### config.mk
export PLATFORM = sky130hd
export DESIGN_NAME = time_mark_delay_measurement
export DESIGN_NICKNAME = d
export VERILOG_FILES = /design/src/hw/tmdm_pkg.sv /design/src/hw/pin_sync.sv /design/src/hw/time_mark_delay_measurement.sv
export VERILOG_INCLUDE_DIRS = /design/src /design/src/hw
export SDC_FILE = /design/constraint.sdc
export NUM_CORES = 1
export LEC_CHECK = 0
export BUFFER_PORTS_ARGS = -buffer_cell sky130_fd_sc_hd__buf_4
export CAP_MARGIN = 20
export CORE_UTILIZATION = 50
export CTS_CLUSTER_DIAMETER = 100
export DETAILED_ROUTE_END_ITERATION = 16
export PLACE_DENSITY = 0.67
export SYNTH_ARGS = -nofsm -noshare
export SYNTH_HDL_FRONTEND = slang
export SYNTH_HIERARCHICAL = 1
export SYNTH_SLANG_ARGS = --single-unit
### constraint.sdc
create_clock -name core_clk -period 5.44 [get_ports core_clk]
set_input_delay 0.816 -clock core_clk [delete_from_list [all_inputs] [get_ports core_clk]]
set_output_delay 0.816 -clock core_clk [all_outputs]
set_load 0.03 [all_outputs]
### src/hw/tmdm_consts.svh
// Functional notes
// low delay register shows count bits 15..0
// high register shows bits 20..16, rest zero
// delay reads completed 50 ns steps minus one
// counter holds programmed preset before the mark
// counter wraps past zero after the mark
// selected feedback source freezes the counter
// timeout stops at 1F FFFD, no flag
// software reads delay only after feedback flag
// count 2.275 us steps from rtc interrupt
// external tick ends count when selected
// interval count ranges 0 to tick period
// interval latched on tick, then protected
// rtc flag cleared by read or clear-all
// preset sets tick-to-mark delay in 50 ns
// low preset write arms; tick loads preset
// feedback flag set on feedback, cleared by read
// rtc flag set by interrupt then tick
// counter decrements once per 50 ns step
`ifndef TMDM_CONSTS_SVH
`define TMDM_CONSTS_SVH

`define TMDM_ADDR_STATUS 8'h80
`define TMDM_ADDR_TIMER_CTL 8'hc2
`define TMDM_ADDR_RTC_INTERVAL 8'hc2
`define TMDM_ADDR_DELAY_LO 8'hc3
`define TMDM_ADDR_DELAY_HI 8'hc4
`define TMDM_ADDR_CLEAR_ALL 8'hca

`define TMDM_CNT_W 21
`define TMDM_TIMEOUT_READ 21'h1ffffd
`define TMDM_FBSEL_LSB 5
`define TMDM_EXTTICK_BIT 4
`define TMDM_FBSEL_IN1 3'h0
`define TMDM_FBSEL_IN2 3'h1
`define TMDM_FBSEL_IN3 3'h2
`define TMDM_FBSEL_TICK 3'h3
`define TMDM_STAT_FB_BIT 14
`define TMDM_STAT_RTC_BIT 15

`define TMDM_CLK_PS 25000
`define TMDM_STEP_PS 50000
`define TMDM_RTC_STEP_PS 2275000
`define TMDM_STEP_CYCLES (`TMDM_STEP_PS / `TMDM_CLK_PS)
`define TMDM_RTC_CYCLES (`TMDM_RTC_STEP_PS / `TMDM_CLK_PS)
`define TMDM_DIV_W 7

`endif

### src/hw/tmdm_pkg.sv
`include "tmdm_consts.svh"
package tmdm_pkg;
  typedef enum logic [2:0] {IDLE, ARMED, PRESET_RUN, MEASURE, DONE} phase_t;

  typedef struct packed {
    phase_t phase;
    logic [`TMDM_CNT_W-1:0] down;
    logic [`TMDM_CNT_W-1:0] preset;
    logic [7:0] tctl;
    logic [`TMDM_DIV_W-1:0] stepDiv;
    logic markOut;
    logic fbSeen;
    logic [2:0] fbPrev;
    logic extPrev;
    logic rtcPrev;
    logic rtcRun;
    logic [`TMDM_DIV_W-1:0] rtcPre;
    logic [15:0] rtcCnt;
    logic [15:0] rtcReg;
    logic rtcProt;
    logic rtcSeen;
    logic [15:0] rdData;
  } state_t;

  typedef struct packed {
    logic [2:0] fb;
    logic extTick;
    logic rtcInt;
  } pins_t;
endpackage

### src/hw/pin_sync.sv
`timescale 1ns/10ps
`default_nettype none
module pin_sync #(
  parameter int WIDTH = 5
) (
  input wire logic core_clk,
  input wire logic rst,
  input wire logic [WIDTH-1:0] pinIn,
  output logic [WIDTH-1:0] pinSync
);
  typedef struct packed {
    logic [WIDTH-1:0] meta;
    logic [WIDTH-1:0] stable;
  } sync_t;

  sync_t st;
  sync_t next_st;

  always_comb begin
    next_st = st;
    next_st.meta = pinIn;
    next_st.stable = st.meta;
  end

  always_ff @(posedge core_clk or posedge rst) begin
    if (rst) begin
      st <= '0;
    end else begin
      st <= next_st;
    end
  end

  assign pinSync = st.stable;
endmodule // pin_sync
`default_nettype wire

### src/hw/time_mark_delay_measurement.sv
`timescale 1ns/10ps
`default_nettype none
`include "tmdm_consts.svh"
module time_mark_delay_measurement #(
  parameter int STEP_CYCLES = `TMDM_STEP_CYCLES,
  parameter int RTC_CYCLES = `TMDM_RTC_CYCLES
) (
  input wire logic core_clk,
  input wire logic rst,
  input wire logic [7:0] addr,
  input wire logic [15:0] wrData,
  input wire logic wrStrobe,
  input wire logic rdStrobe,
  output logic [15:0] rdData,
  input wire logic [2:0] feedbackIn,
  input wire logic externalTickIn,
  input wire logic rtcIntIn,
  input wire logic tickInt,
  output logic markOut
);
  localparam logic [`TMDM_DIV_W-1:0] STEP_LAST = `TMDM_DIV_W'(STEP_CYCLES - 1);
  localparam logic [`TMDM_DIV_W-1:0] RTC_LAST = `TMDM_DIV_W'(RTC_CYCLES - 1);

  tmdm_pkg::state_t st;
  tmdm_pkg::state_t next_st;
  tmdm_pkg::pins_t pinRaw;
  tmdm_pkg::pins_t pinS;

  function automatic logic hit(input logic [7:0] a, input logic [7:0] off);
    hit = (a == off);
  endfunction

  assign pinRaw = '{fb: feedbackIn, extTick: externalTickIn, rtcInt: rtcIntIn};

  pin_sync #(.WIDTH(5)) u_sync (
    .core_clk(core_clk),
    .rst(rst),
    .pinIn(pinRaw),
    .pinSync(pinS)
  );

  logic [2:0] fbRise;
  logic extRise;
  logic rtcRise;
  logic tickSel;
  logic fbHit;
  logic step;
  logic clearAll;
  logic rdLo;
  logic rdRtc;
  logic [`TMDM_CNT_W-1:0] readout;

  always_comb begin
    fbRise = pinS.fb & ~st.fbPrev;
    extRise = pinS.extTick & ~st.extPrev;
    rtcRise = pinS.rtcInt & ~st.rtcPrev;
    // external tick replaces the internal one when selected
    tickSel = st.tctl[`TMDM_EXTTICK_BIT] ? extRise : tickInt;
    case (st.tctl[`TMDM_FBSEL_LSB +: 3])
      `TMDM_FBSEL_IN1: fbHit = fbRise[0];
      `TMDM_FBSEL_IN2: fbHit = fbRise[1];
      `TMDM_FBSEL_IN3: fbHit = fbRise[2];
      `TMDM_FBSEL_TICK: fbHit = tickSel;
      default: fbHit = 1'b0;
    endcase
    step = (st.stepDiv == STEP_LAST);
    clearAll = wrStrobe && hit(addr, `TMDM_ADDR_CLEAR_ALL);
    rdLo = rdStrobe && hit(addr, `TMDM_ADDR_DELAY_LO);
    rdRtc = rdStrobe && hit(addr, `TMDM_ADDR_RTC_INTERVAL);
    // complement turns the wrapped down count into steps minus one
    readout = ~st.down;
  end

  always_comb begin
    next_st = st;
    next_st.fbPrev = pinS.fb;
    next_st.extPrev = pinS.extTick;
    next_st.rtcPrev = pinS.rtcInt;
    next_st.markOut = 1'b0;
    next_st.stepDiv = step ? '0 : st.stepDiv + 1'b1;

    if (wrStrobe && hit(addr, `TMDM_ADDR_TIMER_CTL)) begin
      next_st.tctl = wrData[7:0];
    end
    if (wrStrobe && hit(addr, `TMDM_ADDR_DELAY_HI)) begin
      next_st.preset[20:16] = wrData[4:0];
    end
    if (clearAll || rdLo) begin
      next_st.fbSeen = 1'b0;
    end

    case (st.phase)
      tmdm_pkg::IDLE, tmdm_pkg::DONE: begin
      end
      tmdm_pkg::ARMED: begin
        if (tickSel) begin
          next_st.down = st.preset;
          next_st.phase = tmdm_pkg::PRESET_RUN;
        end
      end
      tmdm_pkg::PRESET_RUN: begin
        if (step) begin
          if (st.down == '0) begin
            next_st.markOut = 1'b1;
            next_st.phase = tmdm_pkg::MEASURE;
          end else begin
            next_st.down = st.down - 1'b1;
          end
        end
      end
      tmdm_pkg::MEASURE: begin
        if (fbHit) begin
          next_st.phase = tmdm_pkg::DONE;
          next_st.fbSeen = 1'b1;
        end else if (step) begin
          next_st.down = st.down - 1'b1;
          if (~(st.down - 1'b1) == `TMDM_TIMEOUT_READ) begin
            next_st.phase = tmdm_pkg::DONE;
          end
        end
      end
      default: next_st.phase = tmdm_pkg::IDLE;
    endcase

    // a rewrite of the low preset re-arms even mid-measurement
    if (wrStrobe && hit(addr, `TMDM_ADDR_DELAY_LO)) begin
      next_st.preset[15:0] = wrData;
      next_st.down = {st.preset[20:16], wrData};
      next_st.phase = tmdm_pkg::ARMED;
    end

    next_st.rtcPre = (st.rtcPre == RTC_LAST) ? '0 : st.rtcPre + 1'b1;
    if (rdRtc || clearAll) begin
      next_st.rtcSeen = 1'b0;
      next_st.rtcProt = 1'b0;
    end
    if (rtcRise) begin
      next_st.rtcRun = 1'b1;
      next_st.rtcCnt = '0;
      next_st.rtcPre = '0;
    end else if (st.rtcRun && tickSel) begin
      next_st.rtcRun = 1'b0;
      if (!st.rtcProt) begin
        next_st.rtcReg = st.rtcCnt;
        next_st.rtcProt = 1'b1;
        next_st.rtcSeen = 1'b1;
      end
    end else if (st.rtcRun && st.rtcPre == RTC_LAST && st.rtcCnt != 16'hffff) begin
      // saturates rather than wrapping on a missing tick
      next_st.rtcCnt = st.rtcCnt + 1'b1;
    end

    if (hit(addr, `TMDM_ADDR_DELAY_LO)) begin
      next_st.rdData = readout[15:0];
    end else if (hit(addr, `TMDM_ADDR_DELAY_HI)) begin
      next_st.rdData = {11'h000, readout[20:16]};
    end else if (hit(addr, `TMDM_ADDR_RTC_INTERVAL)) begin
      next_st.rdData = st.rtcReg;
    end else if (hit(addr, `TMDM_ADDR_STATUS)) begin
      next_st.rdData = 16'h0000;
      next_st.rdData[`TMDM_STAT_FB_BIT] = st.fbSeen;
      next_st.rdData[`TMDM_STAT_RTC_BIT] = st.rtcSeen;
    end else begin
      next_st.rdData = 16'h0000;
    end
  end

  always_ff @(posedge core_clk or posedge rst) begin
    if (rst) begin
      st <= '0;
    end else begin
      st <= next_st;
    end
  end

  assign rdData = st.rdData;
  assign markOut = st.markOut;
endmodule // time_mark_delay_measurement
`default_nettype wire

# Word-level counts from Yosys, hierarchy flattened
# Cells that the tools add are included.
# Widths: inputs -> output; s select.
totals:
  register_bits: 135
  inputBits: 34
  elab_cells: 117
op_classes:
  addsub: 4
  eq_ne: 26
  n_mux: 35
  bitwise_logic: 10
  reduce_logical: 22
op_table:
  columns: ["cell", "count"]
  rows:
  - ["$mux 16", 7]
  - ["$mux 24", 4]
  - ["$pmux 21 s3", 1]
  - ["$mux 21", 2]
  - ["$not 21->21", 2]
  - ["$eq 8x8->1 const B", 5]
  - ["$eq 21x21->1 const B", 1]
  - ["$logic_not 21->1", 1]
  - ["$mux 7", 3]
  - ["$sub 21x1->21 const B", 1]
  - ["$ne 3x3->1 const B", 6]
  - ["$add 16x1->16 const B", 1]
  - ["$ne 16x16->1 const B", 1]
  - ["$add 7x1->7 const B", 2]
  - ["$eq 3x2->1 const B", 4]
  - ["$pmux 3 s4", 1]
  - ["$reduce_and 6->1", 2]
  - ["$logic_and 1x1->1", 9]
  - ["$mux 1", 9]
  - ["$mux 3", 3]
  - ["$mux 2", 4]
  - ["$ne 4x4->1 const B", 2]
  - ["$eq 7x1->1 const B", 1]
  - ["$eq 7x7->1 const B", 1]
  - ["other kinds (15)", 24]

# Depth between registers and ports, before layout
depth:
  ltp_word: 8
  ltp_mapped: 10

# Hierarchy
# The synthesis kept the hierarchy.
modules_own_cells:
  columns: ["mod", "n_inst", "cells_per_inst", "area_each_um2", "seq_area_each_um2"]
  rows:
  - ["time_mark_delay_measurement", 1, 686, 6416.2, 3027.9]
  - ["pin_sync", 1, 11, 254.0, 250.2]

# Least setup slack after synthesis
# No wires, ideal clock.
synth_timing:
  path_type: "input port to flip-flop"
  from: "input port tickInt"
  to: "register st[18] (netlist name)"
  setup_time_ps: 128
  t_arrival_ps: 2378
  required_ps: 5312
  path_slack_ps: 2935
  cell_stages: 5
  cell_sequence: "nor2b_1 > nor2_1 > nor4b_2 > buf_2 > mux2_1"
synth_via:
  elab_chain_len: 3
synth_rtl:
  columns: ["element", "line_no", "rtl"]
  rows:
  - ["start, declared", "time_mark_delay_measurement.sv:18", "input wire logic tickInt,"]
  - ["$mux 1", "time_mark_delay_measurement.sv:58", "tickSel = st.tctl[`TMDM_EXTTICK_BIT] ? extRise : tickInt;"]
  - ["$logic_and 1x1->1", "time_mark_delay_measurement.sv:141", "end else if (st.rtcRun && tickSel) begin"]
  - ["$reduce_and 3->1 (no line)", null, null]
  - ["end signal, assigned", "time_mark_delay_measurement.sv:172", "st <= next_st;"]
  - ["end, declared", "time_mark_delay_measurement.sv:24", "tmdm_pkg::state_t st;"]
# Every way passes these cells.
# A chain may end at the register's enable or synchronous reset.

# Final worst setup path
layout_timing:
  from: "register st[66] (netlist name)"
  to: "register st[104] (netlist name)"
layout_via:
  elab_chain_len: 3
layout_rtl:
  columns: ["element", "line_no", "rtl"]
  rows:
  - ["$eq 7x1->1 (*)", "time_mark_delay_measurement.sv:66", "step = (st.stepDiv == STEP_LAST);"]
  - ["$ne 3x3->1 (no line)", null, null]
  - ["$reduce_and 6->1 (no line) (*)", null, null]
# Every way passes the cells marked *; elsewhere a longest branch is shown, timed or not.

==> key figures <==
Status
  • Status: finished clean

Power and ir drop
  • VDD IR max: 0.3302 mV
  • Power density over the cells: 363.0 nW/µm²
  • Final Power: 2791 µW
  • Leakage Power: 0.003505 µW

Yosys
  • Total number of yosys warnings: 6
  • Number of synthesized flops with an enable pin: 0
  • Sequential share of the synthesized area: 49.15%
  • Synth Flop Type: dfrtp_1
  • Post-Syn Instances: 697
  • Avg Synthesized Cell Area: 9.570 µm²
  • FF+latch count, synth: 131
  • Area leader, netlist: dfrtp_1
  • Post-synth cell types: 69
  • Asr flop ratio synth: 100.0%
  • Syn_nets: 738
  • Synth area leaders: dfrtp_1, nand2_1, nor2_1, xnor2_1, mux2_2
  • Synth Cell Area: 6670 µm²
  • Synth top area share: 49.15%

Clocking
  • Clock latency on the worst-skew pair: 420 ps
  • # H-tree levels: 4
  • Root Driver: clkbuf_16
  • Clock Tree Buf Depth: 2
  • # hold bufs at CTS: 0
  • Clock Sinks: 131
  • CTS tree: done
  • CTS resizes: 0
  • Number of setup buffers added after CTS: 0
  • TritonCTS Buffers: 17
  • Worst-path clk slew: 50 ps

Timing
  • Setup ws final: 2428 ps
  • Post-Route Setup TNS: 0 ps
  • Final Hold Viols: 0
  • Final worst-path cycle share: 55.37%
  • Clk_skew: 9.393 ps
  • WHS: 347.5 ps
  • Max-slew violations: 0
  • Max frequency: 332.0 MHz
  • Clock period minus worst slack: 3012 ps
  • Worst rel slew slack: 27.99%
  • RSZ-0062 raised after global routing: no
  • Final Setup Violations: 0
  • Slew at the pin with the worst max-slew slack: 1071 ps

Floorplan
  • Die Ht: 117.5 µm
  • Core ar.: 12820 µm²
  • Initial Util: 52.01%
  • I/O pin total: 51
  • Die ar.: 13810 µm²
  • # rows: 41
  • DIE WIDTH: 117.5 µm

Placed design
  • Placed wire-length estimate: 10850 µm
  • Setup slack at placement: 2116 ps
  • RD Place Congestion: 0.8924
  • Port Buffers: 50

Setup path
  • Critical Path RT: 5740 ps
  • Crit-path cells: inv_1 -> ha_1 -> or4b_4 -> nor3_4 -> nand2_2 -> o21ai_2 -> nand2_1 -> a311o_1
  • Max FO, Critical Path: 15
  • CP delay by family, top: simple AND/OR/NAND/NOR gates
  • CP endpoint kind: flip-flop
  • Worst Setup Start Kind: flip-flop
  • CP Class: flip-flop to flip-flop
  • Slowest stage delay, CP: 570 ps
  • Slowest CP cell: o21ai_2
  • CP arrival: 3310 ps
  • Worst Path Buf+Inv: 1

Detailed routing
  • Routed len/inst: 17.62 µm
  • WL final: 15820 µm
  • First-pass DRT Iterations: 5
  • Via count: 5280
  • Remaining DRCs: 0
  • Vias per inst: 5.880
  • Iter 0 DRT Violations: 485
  • Final antenna-violating net count: 0

Hold path
  • Worst min-delay path category: flip-flop to flip-flop

Global route
  • Initial antenna violation count: 0
  • First-pass GRT wire length: 26450 µm
  • Largest net degree at the start of global routing: 67
  • GRT Resource Usage Total: 24.51%
  • Total congestion overflow: 0
  • Vias in the first global route: 5130

Final layout
  • Footprint of the multi-input gates: 3014 µm²
  • Area Growth Syn to Fin: 15.27%
  • Fillers: 1111
  • Layout net count: 756
  • Ratio of cells with drive above 1 in the final layout: 16.53%
  • Antenna cells: 0
  • Reg area: 3278 µm²

Flow run
  • Max-Cap Viols: 0
## where the power goes
| part | switching [µW] | leakage [µW] | internal, µW |
|---|---|---|---|
| sequential | 114 | 0.00173 | 1050 |
| clock | 407 | 0.000316 | 864 |
| combinational | 193 | 0.00146 | 159 |
| total | 714 | 0.00351 | 2080 |
## through the flow
stage	area, µm²	utilization, %	instances
detailed placement	7017	54.71	866
finish	7689	59.95	898
floorplan	6670	-	697
global route	7689	59.95	898
CTS	7670	59.80	896
global placement	7017	54.71	866
## state kept, by name, summed over array words and instances, names as in the netlist
register        count
st                104
rdData             16
u_sync/next_st      5
u_sync/pinSync      5
markOut             1
## routing by layer
layer	wire, µm	share of wire (%)	vias to the layer above	track usage, %
met5	0	0	-	0
met3	1059	6.7	18	6.298
met4	187	1.2	0	8.013
li1	-	-	2512	-
met1	7401	47	2544	34.93
met2	7172	45	206	36.50
## worst reg2reg max path, cell delays in order, from the launching register on
cell	delay, ps
dfrtp_1	400
inv_1	70
ha_1	120
or4b_4	470
nor3_4	370
nand2_2	130
o21ai_2	570
nand2_1	340
a311o_1	430
## cells by family after synthesis
| kind of cell | share of synthesized area (%) |
|---|---|
| fa+ha+maj | 1.313 |
| buf+inv | 5.796 |
| compound gates | 13.34 |
| simple gates | 21.78 |
| xor+xnor | 3.677 |
| flops | 49.15 |
| mux | 4.952 |
## worst paths after layout
kind	start	slack, ps	cells past startpoint	to
min in group asynchronous	rst	400	2	u_sync/next_st[0]
worst min register to register	u_sync/next_st[1]	350	0	u_sync/pinSync[1]
worst min-delay path	u_sync/next_st[1]	350	0	u_sync/pinSync[1]
max in group asynchronous	rst	3650	3	st[89]
worst max-delay path	st[66]	2430	8	st[104]
worst max register to register	st[66]	2430	8	st[104]
## cells in the mapped netlist, types with 7 or more instances
library cell,number
a21oi_1,24
a31oi_1,14
and3_1,8
buf_2,15
buf_4,17
clkbuf_1,22
dfrtp_1,131
ha_1,7
inv_1,20
mux2_1,8
mux2_2,16
nand2_1,99
nand3_1,20
nand4_1,15
nor2_1,69
nor2b_1,7
nor3_1,21
nor4_1,11
o211ai_1,10
o21ai_0,13
o22ai_1,7
o31ai_1,8
xnor2_1,22
## cell type report
cell class / count / area share, %
flip-flops and latches: 131 / 42.64
multi-input cells: 485 / 39.20
clock buffers: 20 / 5.810
repair buffers: 59 / 5.810
well taps: 172 / 2.799
clock inverters: 10 / 2.685
inverters: 21 / 1.058
## cell usage in the layout, fill, tap and decap left out, drive strengths merged, types with 10 or more instances in the layout
master    n
dfrtp   131
nand2   100
nor2     69
buf      59
a21oi    24
mux2     24
nor3     23
xnor2    22
inv      21
nand3    20
clkbuf   20
o21ai    20
nor4     16
nand4    15
a31oi    14
o211ai   10
Power figures use the tool's default switching activity.
